[config.mk]
export PLATFORM = sky130hd
export DESIGN_NAME = arc_alarm_supervisor
export DESIGN_NICKNAME = d
export VERILOG_FILES = /design/src/hw/alarm_sup_pkg.sv /design/src/hw/alarm_list_mem.sv /design/src/hw/arc_alarm_supervisor.sv
export SDC_FILE = /design/constraint.sdc
export NUM_CORES = 2
export LEC_CHECK = 0
export CAP_MARGIN = 20
export CORE_ASPECT_RATIO = 2
export CORE_MARGIN = 2
export CORE_UTILIZATION = 50
export CTS_CLUSTER_SIZE = 8
export DETAILED_ROUTE_END_ITERATION = 8
export DONT_BUFFER_PORTS = 1
export SETUP_SLACK_MARGIN = 0.4
export SLEW_MARGIN = 20
export SYNTH_ARGS = -nofsm -noshare
export SYNTH_HDL_FRONTEND = slang
export SYNTH_HIERARCHICAL = 1
export SYNTH_SLANG_ARGS = --single-unit
export TNS_END_PERCENT = 1
[constraint.sdc]
create_clock -name i_clk -period 9.16 [get_ports i_clk]
set_input_delay 0.458 -clock i_clk [delete_from_list [all_inputs] [get_ports i_clk]]
set_output_delay 0.458 -clock i_clk [all_outputs]
set_load 0.02 [all_outputs]
[src/hw/alarm_sup_pkg.sv]
// Constants, alarm indices and state encodings of the alarm supervisor.
// Assumes a 125 MHz clock; module link status arrives already on this clock.
// How it works
// RULE1: Disconnected sensor over five seconds raises wire fault.
// RULE2: Damaged, broken or wrong sensor raises wire fault.
// RULE3: Misplaced sensor raises constellation alarm with position.
// RULE4: Missing, extra or wrong module raises link alarm.
// RULE5: Unsupported module link version raises compatibility alarm.
// RULE6: Absent or corrupt configuration raises missing alarm.
// RULE7: Light over ten seconds raises faulty detection.
// RULE8: Excess internal temperature raises overheat alarm.
// RULE9: List holds hundred entries; full raises overflow.
// RULE10: Overflow acknowledged only after all others.
// RULE11: Shorted sensor input raises short circuit alarm.
// RULE12: Interrupted parameter transfer raises parameterization alarm.
// RULE13: Reported hardware faults raise watchdog, converter alarms.
// RULE14: Failed non-volatile access raises flash alarm.
// RULE15: Button held at power-up runs configuration.
// RULE16: Alarm leaves only when acknowledged and inactive.
// RULE17: Active alarms saved and restored across supply loss.
// RULE18: Any active system error drives supervision relay.
// RULE19: Ack only with source inactive; relay then releases.
// RULE20: Full list keeps entries, records nothing new.
package alarm_sup_pkg;
  localparam int N_KIND = 14;
  localparam int K_FLASH = 0;
  localparam int K_PARAM = 1;
  localparam int K_WDOG = 2;
  localparam int K_CONV_IN = 3;
  localparam int K_CONV_OUT = 4;
  localparam int K_WIRE = 5;
  localparam int K_SCONST = 6;
  localparam int K_LCONST = 7;
  localparam int K_COMPAT = 8;
  localparam int K_CFG = 9;
  localparam int K_LIGHT = 10;
  localparam int K_HEAT = 11;
  localparam int K_OVF = 12;
  localparam int K_SHORT = 13;
  // Event numbers shown to the operator, indexed by alarm kind.
  localparam logic [N_KIND-1:0][5:0] EVENT_CODE = '{
    6'h37, 6'h35, 6'h30, 6'h2f, 6'h17, 6'h16, 6'h15, 6'h13, 6'h12, 6'h10, 6'h0f, 6'h0e, 6'h09, 6'h06};
  localparam int LIST_DEPTH = 100;
  localparam int ENTRY_W = 16;
  localparam longint CLK_HZ = 125000000;
  localparam longint WIRE_TIME_MS = 5000;
  localparam longint LIGHT_TIME_MS = 10000;
  localparam longint WIRE_CYC = WIRE_TIME_MS * CLK_HZ / 1000;
  localparam longint LIGHT_CYC = LIGHT_TIME_MS * CLK_HZ / 1000;
  localparam logic [1:0] BOOT_WAIT = 2'h3;
  localparam logic [N_KIND-1:0] ACTIVE_RST = 14'h0000;
  typedef enum logic [2:0] {M_BOOT, M_CFG_MOD, M_CFG_SEN, M_STORE, M_RUN} mode_t;
endpackage : alarm_sup_pkg

[src/hw/alarm_list_mem.sv]
// Alarm list storage: one write port, one read port with registered data.
// Assumes writes and reads come from logic on the same clock.
`timescale 1ns/1ps
module alarm_list_mem #(
  parameter int W = 16,
  parameter int DEPTH = 100,
  parameter int AW = $clog2(DEPTH)
) (
  input wire logic i_clk,
  input wire logic i_wr_en,
  input wire logic [AW-1:0] i_wr_addr,
  input wire logic [W-1:0] i_wr_data,
  input wire logic [AW-1:0] i_rd_addr,
  output logic [W-1:0] o_rd_data
);
  logic [W-1:0] mem [DEPTH];

  if (DEPTH < 1 || W < 1 || AW < $clog2(DEPTH)) begin : g_chk
    $error("alarm_list_mem: depth, width or address width out of range");
  end

  always_ff @(posedge i_clk) begin
    if (i_wr_en) begin
      mem[i_wr_addr] <= i_wr_data;
    end
    o_rd_data <= mem[i_rd_addr];
  end
endmodule : alarm_list_mem

[src/hw/arc_alarm_supervisor.sv]
// Alarm supervisor of the protection master: raises, logs and clears system alarms.
// Assumes fault flags and i_ack pulses come from logic on i_clk; only the button is a pin.
`timescale 1ns/1ps
module arc_alarm_supervisor #(
  parameter int N_CH = 3,
  parameter int CW = 31,
  parameter longint WIRE_CYC = alarm_sup_pkg::WIRE_CYC,
  parameter longint LIGHT_CYC = alarm_sup_pkg::LIGHT_CYC
) (
  input wire logic i_clk,
  input wire logic i_resetn,
  input wire logic i_ack_button,
  input wire logic i_ack,
  input wire logic [3:0] i_ack_kind,
  input wire logic i_ack_all,
  input wire logic i_store_done,
  input wire logic [N_CH-1:0] i_sensor_open,
  input wire logic [N_CH-1:0] i_light_seen,
  input wire logic i_sensor_bad,
  input wire logic i_sensor_misplaced,
  input wire logic i_sensor_short,
  input wire logic i_module_missing,
  input wire logic i_module_unexpected,
  input wire logic i_module_wrong_type,
  input wire logic i_version_bad,
  input wire logic i_cfg_missing,
  input wire logic i_overheat,
  input wire logic i_flash_err,
  input wire logic i_param_xfer_err,
  input wire logic i_wd_reset_flag,
  input wire logic i_conv_in_err,
  input wire logic i_conv_out_err,
  input wire logic [4:0] i_src_module,
  input wire logic [4:0] i_src_sensor,
  input wire logic i_nv_restore,
  input wire logic [alarm_sup_pkg::N_KIND-1:0] i_nv_alarms,
  input wire logic [6:0] i_list_rd_addr,
  output logic [alarm_sup_pkg::N_KIND-1:0] o_alarms,
  output logic o_supervision_relay,
  output logic o_config_mode,
  output logic o_cfg_sensor_step,
  output logic o_cfg_store,
  output logic o_restart,
  output logic [6:0] o_list_count,
  output logic [alarm_sup_pkg::ENTRY_W-1:0] o_list_rd_data
);
  localparam int NK = alarm_sup_pkg::N_KIND;
  localparam logic [CW-1:0] WIRE_LIM = CW'(WIRE_CYC);
  localparam logic [CW-1:0] LIGHT_LIM = CW'(LIGHT_CYC);
  localparam logic [NK-1:0] OVF_BIT = NK'(1) << alarm_sup_pkg::K_OVF;
  localparam logic [6:0] FULL = 7'(alarm_sup_pkg::LIST_DEPTH);

  if (N_CH < 1 || N_CH > 32 || CW < 8 || WIRE_CYC >= (64'h1 << CW) - 1 || LIGHT_CYC >= (64'h1 << CW) - 1) begin : g_chk
    $error("arc_alarm_supervisor: channel count or counter width out of range");
  end

  typedef struct packed {
    alarm_sup_pkg::mode_t mode;
    logic [1:0] boot_cnt;
    logic btn_s1;
    logic btn_s2;
    logic [NK-1:0] active;
    logic [NK-1:0] log_pend;
    logic [6:0] count;
    logic [N_CH-1:0][CW-1:0] wire_cnt;
    logic [N_CH-1:0][CW-1:0] light_cnt;
    logic cfg_store;
    logic restart;
  } state_t;

  state_t st;
  state_t next;
  logic [N_CH-1:0] wire_exp;
  logic [N_CH-1:0] light_exp;
  logic [NK-1:0] cond;
  logic [NK-1:0] ok_mask;
  logic [NK-1:0] clear_mask;
  logic [NK-1:0] pend;
  logic full;
  logic wr_en;
  logic [6:0] wr_addr;
  logic [alarm_sup_pkg::ENTRY_W-1:0] wr_data;
  logic [3:0] pick;

  // Lowest set bit of a pending vector.
  function automatic logic [3:0] first_set(input logic [NK-1:0] v);
    logic [3:0] r;
    r = 4'h0;
    for (int k = NK - 1; k >= 0; k--) begin
      if (v[k]) begin
        r = 4'(k);
      end
    end
    return r;
  endfunction : first_set

  for (genvar c = 0; c < N_CH; c++) begin : g_ch
    assign wire_exp[c] = st.wire_cnt[c] > WIRE_LIM; // RULE1
    assign light_exp[c] = st.light_cnt[c] > LIGHT_LIM; // RULE7
  end

  assign full = st.count == FULL;

  always_comb begin
    cond = '0;
    if (st.mode == alarm_sup_pkg::M_RUN) begin
      cond[alarm_sup_pkg::K_FLASH] = i_flash_err; // RULE14
      cond[alarm_sup_pkg::K_PARAM] = i_param_xfer_err; // RULE12
      cond[alarm_sup_pkg::K_WDOG] = i_wd_reset_flag; // RULE13
      cond[alarm_sup_pkg::K_CONV_IN] = i_conv_in_err; // RULE13
      cond[alarm_sup_pkg::K_CONV_OUT] = i_conv_out_err; // RULE13
      cond[alarm_sup_pkg::K_WIRE] = (|wire_exp) | i_sensor_bad; // RULE1 RULE2
      cond[alarm_sup_pkg::K_SCONST] = i_sensor_misplaced; // RULE3
      cond[alarm_sup_pkg::K_LCONST] = i_module_missing | i_module_unexpected | i_module_wrong_type; // RULE4
      cond[alarm_sup_pkg::K_COMPAT] = i_version_bad; // RULE5
      cond[alarm_sup_pkg::K_CFG] = i_cfg_missing; // RULE6
      cond[alarm_sup_pkg::K_LIGHT] = |light_exp; // RULE7
      cond[alarm_sup_pkg::K_HEAT] = i_overheat; // RULE8
      cond[alarm_sup_pkg::K_SHORT] = i_sensor_short; // RULE11
      // Overflow is raised by a refused entry and stays sourced while the list is full.
      cond[alarm_sup_pkg::K_OVF] = full & (st.active[alarm_sup_pkg::K_OVF] | (|st.log_pend)
          | (|(cond & ~st.active & ~OVF_BIT))); // RULE9
    end
  end

  always_comb begin
    next = st;
    next.cfg_store = 1'b0;
    next.restart = 1'b0;
    next.btn_s1 = i_ack_button;
    next.btn_s2 = st.btn_s1;
    ok_mask = '0;
    clear_mask = '0;
    pend = '0;
    pick = 4'h0;
    wr_en = 1'b0;
    wr_addr = st.count;
    wr_data = '0;
    case (st.mode)
      alarm_sup_pkg::M_BOOT: begin
        if (st.boot_cnt == alarm_sup_pkg::BOOT_WAIT) begin
          next.mode = st.btn_s2 ? alarm_sup_pkg::M_CFG_MOD : alarm_sup_pkg::M_RUN; // RULE15
        end else begin
          next.boot_cnt = st.boot_cnt + 2'h1;
        end
      end
      alarm_sup_pkg::M_CFG_MOD: begin
        if (i_ack) begin
          next.mode = alarm_sup_pkg::M_CFG_SEN; // RULE15
        end
      end
      alarm_sup_pkg::M_CFG_SEN: begin
        if (i_ack) begin
          next.mode = alarm_sup_pkg::M_STORE; // RULE15
          next.cfg_store = 1'b1;
        end
      end
      alarm_sup_pkg::M_STORE: begin
        if (i_store_done) begin
          next.restart = 1'b1; // RULE15
          next.mode = alarm_sup_pkg::M_BOOT;
          next.boot_cnt = 2'h0;
        end
      end
      alarm_sup_pkg::M_RUN: begin
        for (int c = 0; c < N_CH; c++) begin
          next.wire_cnt[c] = !i_sensor_open[c] ? '0 : (wire_exp[c] ? st.wire_cnt[c] : st.wire_cnt[c] + 1'b1); // RULE1
          next.light_cnt[c] = !i_light_seen[c] ? '0 : (light_exp[c] ? st.light_cnt[c] : st.light_cnt[c] + 1'b1); // RULE7
        end
        // Overflow waits until every other alarm is gone; the rest need an inactive source.
        ok_mask = ~cond & ~((|(st.active & ~OVF_BIT)) ? OVF_BIT : '0); // RULE10 RULE19
        if (i_ack_all) begin
          clear_mask = ok_mask;
        end else if (i_ack) begin
          clear_mask = (NK'(1) << i_ack_kind) & ok_mask;
        end
        // A raise in the same cycle as its acknowledge wins.
        next.active = (st.active & ~clear_mask) | cond | (i_nv_restore ? i_nv_alarms : '0); // RULE16 RULE17 RULE18
        pend = (st.log_pend | (cond & ~st.active)) & ~OVF_BIT;
        if (|pend) begin
          pick = first_set(pend);
          pend[pick] = 1'b0;
          if (!full) begin
            wr_en = 1'b1; // RULE9
            wr_data = {alarm_sup_pkg::EVENT_CODE[pick], i_src_module, i_src_sensor}; // RULE3
            next.count = st.count + 7'h1;
          end
        end
        next.log_pend = pend; // RULE20
        if (~|(next.active & ~OVF_BIT)) begin
          next.count = 7'h0;
        end
      end
      default: begin
        next.mode = alarm_sup_pkg::M_BOOT;
      end
    endcase
  end

  always_ff @(posedge i_clk or negedge i_resetn) begin
    if (!i_resetn) begin
      st <= '{mode: alarm_sup_pkg::M_BOOT, active: alarm_sup_pkg::ACTIVE_RST, default: '0};
    end else begin
      st <= next;
    end
  end

  alarm_list_mem #(.W(alarm_sup_pkg::ENTRY_W), .DEPTH(alarm_sup_pkg::LIST_DEPTH), .AW(7)) u_list (
    .i_clk(i_clk),
    .i_wr_en(wr_en),
    .i_wr_addr(wr_addr),
    .i_wr_data(wr_data),
    .i_rd_addr(i_list_rd_addr),
    .o_rd_data(o_list_rd_data)
  );

  assign o_alarms = st.active;
  assign o_supervision_relay = |st.active;
  assign o_config_mode = st.mode == alarm_sup_pkg::M_CFG_MOD || st.mode == alarm_sup_pkg::M_CFG_SEN;
  assign o_cfg_sensor_step = st.mode == alarm_sup_pkg::M_CFG_SEN;
  assign o_cfg_store = st.cfg_store;
  assign o_restart = st.restart;
  assign o_list_count = st.count;
endmodule : arc_alarm_supervisor

---- Word level (Yosys, flattened, before mapping) ----
Memory sizes are Yosys's and may differ from the RTL's. A register that Yosys moved wholly into a read port is not among the register bits.
Index checks and enable logic that the tools add are counted.
word-level totals
  register bits after elaboration ......... 230
  latch bits .............................. 0
  RAM bits ................................ 1600
  ROM bits ................................ 96
  input bits .............................. 62
  output and inout bits ................... 42
  memories kept ........................... 2
memory list
  name              words  bits a word  rd ports  clocked after Yosys merged registers in  write ports  line                         RTL
  u_list.mem        100    16           1         1                                        1            alarm_list_mem.sv:16         logic [W-1:0] mem [DEPTH];
  (name not given)  16     6            1         0                                        0            arc_alarm_supervisor.sv:185  wr_data = {alarm_sup_pkg::EVENT_CODE[pick], i_src_module, i_src_sensor};
cells by class
  $add $sub $neg .......................... 8
  multiply operators ...................... 0
  div/mod/pow operators ................... 0
  order comparisons ....................... 8
  equality and inequality tests ........... 19
  shifts and indexed selects .............. 1
  mux-type cells .......................... 60
  bitwise gates (word level) .............. 21
  reduce and logical (&&, ||, !) cells .... 21
operators by type and width
  cell                     number
  $mux W31                 12
  $add A31 B1 Y31 const B  6
  $gt A31 B30 Y1 const B   3
  $gt A31 B31 Y1 const B   3
  $and A14 B14 Y14         6
  $mux W14                 6
  $mux W4                  15
  $not A14 Y14             4
  $reduce_or A13 Y1        4
  $mux W16                 3
  $or A14 B14 Y14          3
  $reduce_or A14 Y1        2
  $ne A2 B2 Y1 const B     13
  $mux W7                  3
  $pmux W3 S5              1
  $not A13 Y14             1
  $shl A1 B4 Y14 const A   1
  $mux W13                 1
  $mux W3                  4
  $reduce_and A2 Y1        6
  $mux W1                  10
  $add A7 B1 Y7 const B    1
  $eq A7 B7 Y1 const B     1
  $eq A3 B2 Y1 const B     2
  other kinds (21)         27

---- Depth between registers and ports, before layout ----
  word-level depth ........................ 32
  mapped depth ............................ 16
  depth with buffers taken out ............ 14

---- Cells and area by module ----
Netlist, hierarchy kept.
by module, submodules not included
  module                instances  cells an instance  area an instance (µm²)
  alarm_list_mem        1          2669               61833.1
  arc_alarm_supervisor  1          1441               12923.6

---- Worst setup path after synthesis ----
No wires, ideal clock.
  path kind ............................... reg2reg
  start ................................... register st[178] in the netlist's numbering
  end ..................................... memory u_list.mem[0][13], data pin
  library setup time ...................... 1.016 ns
  arrival time ............................ 7.390 ns
  data required time ...................... 8.144 ns
  slack ................................... 0.754 ns
  cell stages (with the launch flop) ...... 10
  buffers on the path ..................... 0
  period minus slack after synthesis ...... 8.406 ns
  cell sequence ........................... dfrtp_1 -> or4_1 -> or4_1 -> or4_4 -> a221o_1 -> o21a_4 -> o21ai_1 -> inv_1 -> ha_1 -> o32ai_1
between the ends
  cells in the longest elaborated chain, start to end .. 19
  elaborated cells on any way between the ends .. 20
  those cells by class .................... order compare: 1; mux: 13; bitwise: 3; reduce/logical: 2; memory: 1
ends and longest elaborated chain
  what                           line                         RTL
  from (decl)                    arc_alarm_supervisor.sv:71   state_t st;
  from (signal assigned)         arc_alarm_supervisor.sv:204  st <= next;
  $gt A31 B30 Y1 (*)             arc_alarm_supervisor.sv:98   assign wire_exp[c] = st.wire_cnt[c] > WIRE_LIM;
  $reduce_or A3 Y1 (*)           arc_alarm_supervisor.sv:112  cond[alarm_sup_pkg::K_WIRE] = (|wire_exp) | i_sensor_bad;
  $or A1 B1 Y1 (*)               arc_alarm_supervisor.sv:112
  $mux W14 (*)                   arc_alarm_supervisor.sv:106  if (st.mode == alarm_sup_pkg::M_RUN) begin
  $and A14 B14 Y14 (*)           arc_alarm_supervisor.sv:179  pend = (st.log_pend | (cond & ~st.active)) & ~OVF_BIT;
  $or A14 B14 Y14 (*)            arc_alarm_supervisor.sv:179
  $mux W4 (6 in series)          arc_alarm_supervisor.sv:90   if (v[k]) begin
  $mux W4                        arc_alarm_supervisor.sv:180  if (|pend) begin
  $mux W4                        arc_alarm_supervisor.sv:139  case (st.mode)
  $mem_v2 Z16 W6                 n/a
  $mux W6 (implied by the code)  arc_alarm_supervisor.sv:185
  $mux W16                       arc_alarm_supervisor.sv:183  if (!full) begin
  $mux W16 (*)                   arc_alarm_supervisor.sv:180
  $mux W16 (*)                   arc_alarm_supervisor.sv:139
  via wr_data, one bit           arc_alarm_supervisor.sv:82   logic [alarm_sup_pkg::ENTRY_W-1:0] wr_data;
  to (decl)                      alarm_list_mem.sv:16
Mark *: on every way through the listed nets, which the timed path passes. The rest lies on a longest branch. The select of a mux whose other input is x is not followed.

---- Final worst setup path ----
  start ................................... register st[23] in the netlist's numbering
  end ..................................... memory u_list.mem[30][1] (enable)
between the ends
  cells in the longest elaborated chain, start to end .. 10
ends and longest elaborated chain
  what                           line                         RTL
  $gt A31 B31 Y1                 arc_alarm_supervisor.sv:99   assign light_exp[c] = st.light_cnt[c] > LIGHT_LIM;
  $reduce_or A3 Y1               arc_alarm_supervisor.sv:117  cond[alarm_sup_pkg::K_LIGHT] = |light_exp;
  $mux W14                       arc_alarm_supervisor.sv:106
  $and A14 B14 Y14               arc_alarm_supervisor.sv:179
  $or A14 B14 Y14                arc_alarm_supervisor.sv:179
  $reduce_or A13 Y1              arc_alarm_supervisor.sv:180
  $mux W1                        arc_alarm_supervisor.sv:180
  $mux W1                        arc_alarm_supervisor.sv:139
  via wr_en                      arc_alarm_supervisor.sv:80   logic wr_en;
  $mux W1                        alarm_list_mem.sv:23         if (i_wr_en) begin
  $mux W1 (implied by the code)  alarm_list_mem.sv:24         mem[i_wr_addr] <= i_wr_data;
The timed path passes the listed nets, and every way through them passes these cells.

==> impl_metrics.csv <==
group,metric,value,unit
outcome,outcome,"complete, no violations",
cts,clock-sinks,1845,
setup_path,rrSetupSlack,3.01,ns
detailed_routing,wl_per_cell,30.21,um
grt,antenna_found_initial,2,
detailed_routing,vias,39320,
yosys,synthAdderAreaFrac,0.3013,%
timing,fin_setup_tns,0,ns
timing,fin_crit,6.145,ns
yosys,async_reset_ff_share,12.41,%
yosys,synthXorXnorAreaFrac,1.664,%
yosys,synth_edf_count,1600,
yosys,seq_area_frac_synth,72.36,%
detailed_routing,drt-vias-per-instance,6.190,
die,die_x,277.4,um
place,place_congestion,0.8785,
grt,grt_pass1_vias,41730,
die,start_util,50.38,%
setup_path,crit_top_cell,"buf_4",
cts,h-tree-depth,5,
flow_run,maxCapViolations,0,
setup_path,crit_arrival,6.54,ns
place,port-buffer-count,0,
timing,slew_viol_final,0,
timing,skew,0.03762,ns
detailed_routing,first_pass_iters,7,
cells_and_area,final_nets,4440,
grt,grt.total_usage,25.37,%
yosys,syn_area,74760,um2
setup_path,worstSetupPathType,"register to register",
cts,cts-buffers-inserted,273,
place,dp_hpwl,117700,um
yosys,synth-simple-area-share,6.312,%
yosys,synth_cells,4110,
setup_path,worst-endpoint-required,9.55,ns
grt,gr-total-overflow,0,
setup_path,start_kind,"register",
cts,cts_tree,"done",
timing,tightestPinTransition,1.161,ns
yosys,synth_top_family_by_area,"multiplexers",
setup_path,worst_path_max_delay_cell,"nor2_2",
yosys,syn_avg_cell_area,18.19,um2
timing,rsz0062_at_grt,"no",
grt,grt_max_degree,401,
cells_and_area,areaGrowthSynthToFinish,13.91,%
grt,grt_pass1_wl,281000,um
setup_path,path_cells,"or4_1 -> nor4_1 -> o311a_1 -> o21ai_0 -> buf_4 -> a311oi_1 -> nor3b_1 -> nand4_2 -> nand2_1 -> inv_1 -> nor2b_1 -> nand3_1 -> buf_4 -> nor2_2",
yosys,yosysWarnings,6,
cts,postCtsSetupRepairBufs,0,
detailed_routing,drc,0,
setup_path,critical_path.endpoint_type,"register",
die,dieHeight,550.8,um
detailed_routing,drt_iter0_markers,3289,
power,powerDensity,262.8,nW/um2
timing,timing.hold.ws,0.04246,ns
detailed_routing,wl,191900,um
yosys,synth_flop_cell,"edfxtp_1",
die,io_pins,104,
timing,finalHoldViolCount,0,
yosys,synth.distinct_cells,95,
die,core_area,148400,um2
yosys,synth_compound_area_share,3.672,%
power,p_leak,28.88,nW
power,vdd_drop_max,0.2359,mV
timing,min_period_over_period,67.09,%
cells_and_area,final_common_cell,"edfxtp_1",
yosys,syn-num-nets,4190,
cells_and_area,post_route_cells_drive_above_1_share,21.37,%
cts,cts.clk_slew.worst_paths,0.05,ns
setup_path,cpPeakStageDelay,0.76,ns
cts,cts_resized,0,
timing,report.final.setup_viol,0,
hold_path,hold_path.class,"input pin to register",
timing,fmax,162.7,MHz
yosys,ys_ff_latch,1845,
setup_path,cp_max_fo,16,
cts,cts_buffer_depth,4,
die,rows,200,
detailed_routing,ant_nets,0,
cts,cts_root_buffer,"clkbuf_16",
die,dieArea,152800,um2
cells_and_area,layout_common_cells,"1600 x edfxtp_1, 440 x mux4_2, 315 x nor2_1",
yosys,synthMuxAreaShare,13.83,%
cts,clk_latency,0.80,ns
timing,relSlewSlack,22.07,%
[Yosys cell counts, types with 19 or more instances]
cell	count	area, um2
buf_4	48	360.4
nor4_1	26	162.7
mux2i_1	41	410.4
a211oi_1	45	337.8
nor3_1	43	215.2
and3_1	40	250.2
buf_6	19	214.0
o21ai_0	80	400.4
o22ai_1	20	125.1
or3_1	29	181.4
inv_1	47	176.4
buf_2	42	210.2
a31oi_1	24	150.1
nand4_1	34	212.7
nand2_1	182	683.2
xnor2_1	50	437.9
and2_1	24	150.1
a22oi_1	26	195.2
a21oi_1	89	445.4
dfrtp_1	229	5731
nor2_1	328	1231
nand2b_1	26	162.7
mux4_2	440	9910
edfxtp_1	1600	48050
nand3_1	84	420.4
xor2_1	92	805.8
clkbuf_1	88	330.3
nor2b_1	52	325.3
[metal layers]
layer	part of all wire, %	GRT usage [%]	vias to the layer above
met2	55	47.34	1297
met5	0	0	-
met4	5.4	13.04	0
met1	34	28.00	20810
li1	-	-	16870
met3	5.1	3.652	338
[worst paths after layout]
kind | start | to | cells after the start
min reg2reg | next[223] | st[223] | 0
max in group asynchronous | i_resetn | st[143] | 3
min in group asynchronous | i_resetn | st[53] | 2
max reg2reg | st[23] | u_list/mem[30][1] | 14
max | st[23] | u_list/mem[30][1] | 14
min | i_list_rd_addr[5] | u_list/o_rd_data[3] | 2
[repair_timing]
action | in CTS | in global routing
endpoints found under the hold margin | 287 | 0
hold buffers | 44 | 0
endpoints found under the setup margin | 0 | 0
[per-stage QoR]
step	std cells	total power [mW]	instance area [um2]	setup WS, ns	util [%]
final	6352	22.38	85160	3.015	57.39
after global routing	6352	23.07	85160	2.674	57.39
after CTS	6350	22.54	85120	3.004	57.36
after detailed placement	5959	13.54	77200	3.023	52.03
after global placement	5957	13.46	77180	3.217	52.01
after floorplan	4110	12.44	74760	0.7543	-
[state kept, by name, indices dropped and copies added (netlist names)]
name,count
o_restart,1
o_list_count,7
next,1
u_list/o_rd_data,16
st,205
o_alarms,14
o_cfg_store,1
u_list/mem,1600
[worst max-delay path, delay by kind of cell, from the launching register on]
kind	cells	cell delay (ns)
AO/OA/AOI/OAI	3	1.08
buffers and inverters	3	0.89
flip-flops	1	0.39
AND/OR/NAND/NOR	8	3.34
[layout make-up]
class | count | area [um2]
repair buffers | 184 | 1544
diodes | 1 | 2.502
well taps | 1919 | 2401
fillers | 11190 | 63240
multi-input cells | 2007 | 19470
inverters | 49 | 186.4
clock buffers | 336 | 7323
clock inverters | 11 | 133.9
flip-flops and latches | 1845 | 54100
[cells by family (layout without fill, tap and decap cells)]
logic type / count (synthesis) / count (layout)
buffers and inverters: 258 / 580
other: 0 / 1
muxes: 483 / 483
xor gates and xnor gates: 142 / 142
adders and majority gates: 18 / 18
and+or+nand+nor: 953 / 953
DFF: 1845 / 1845
AOI/OAI and AO/OA: 411 / 411
[report_power, final]
group          leakage, nW  total (mW)  switching [mW]  internal (mW)
Sequential            18.1        10.6           0.226           10.3
Clock                 3.63        8.93            3.40           5.53
Combinational         7.12        2.89            2.22          0.674
Total                 28.9        22.4            5.84           16.5
Note: power is estimated with default switching activity, not from simulation.
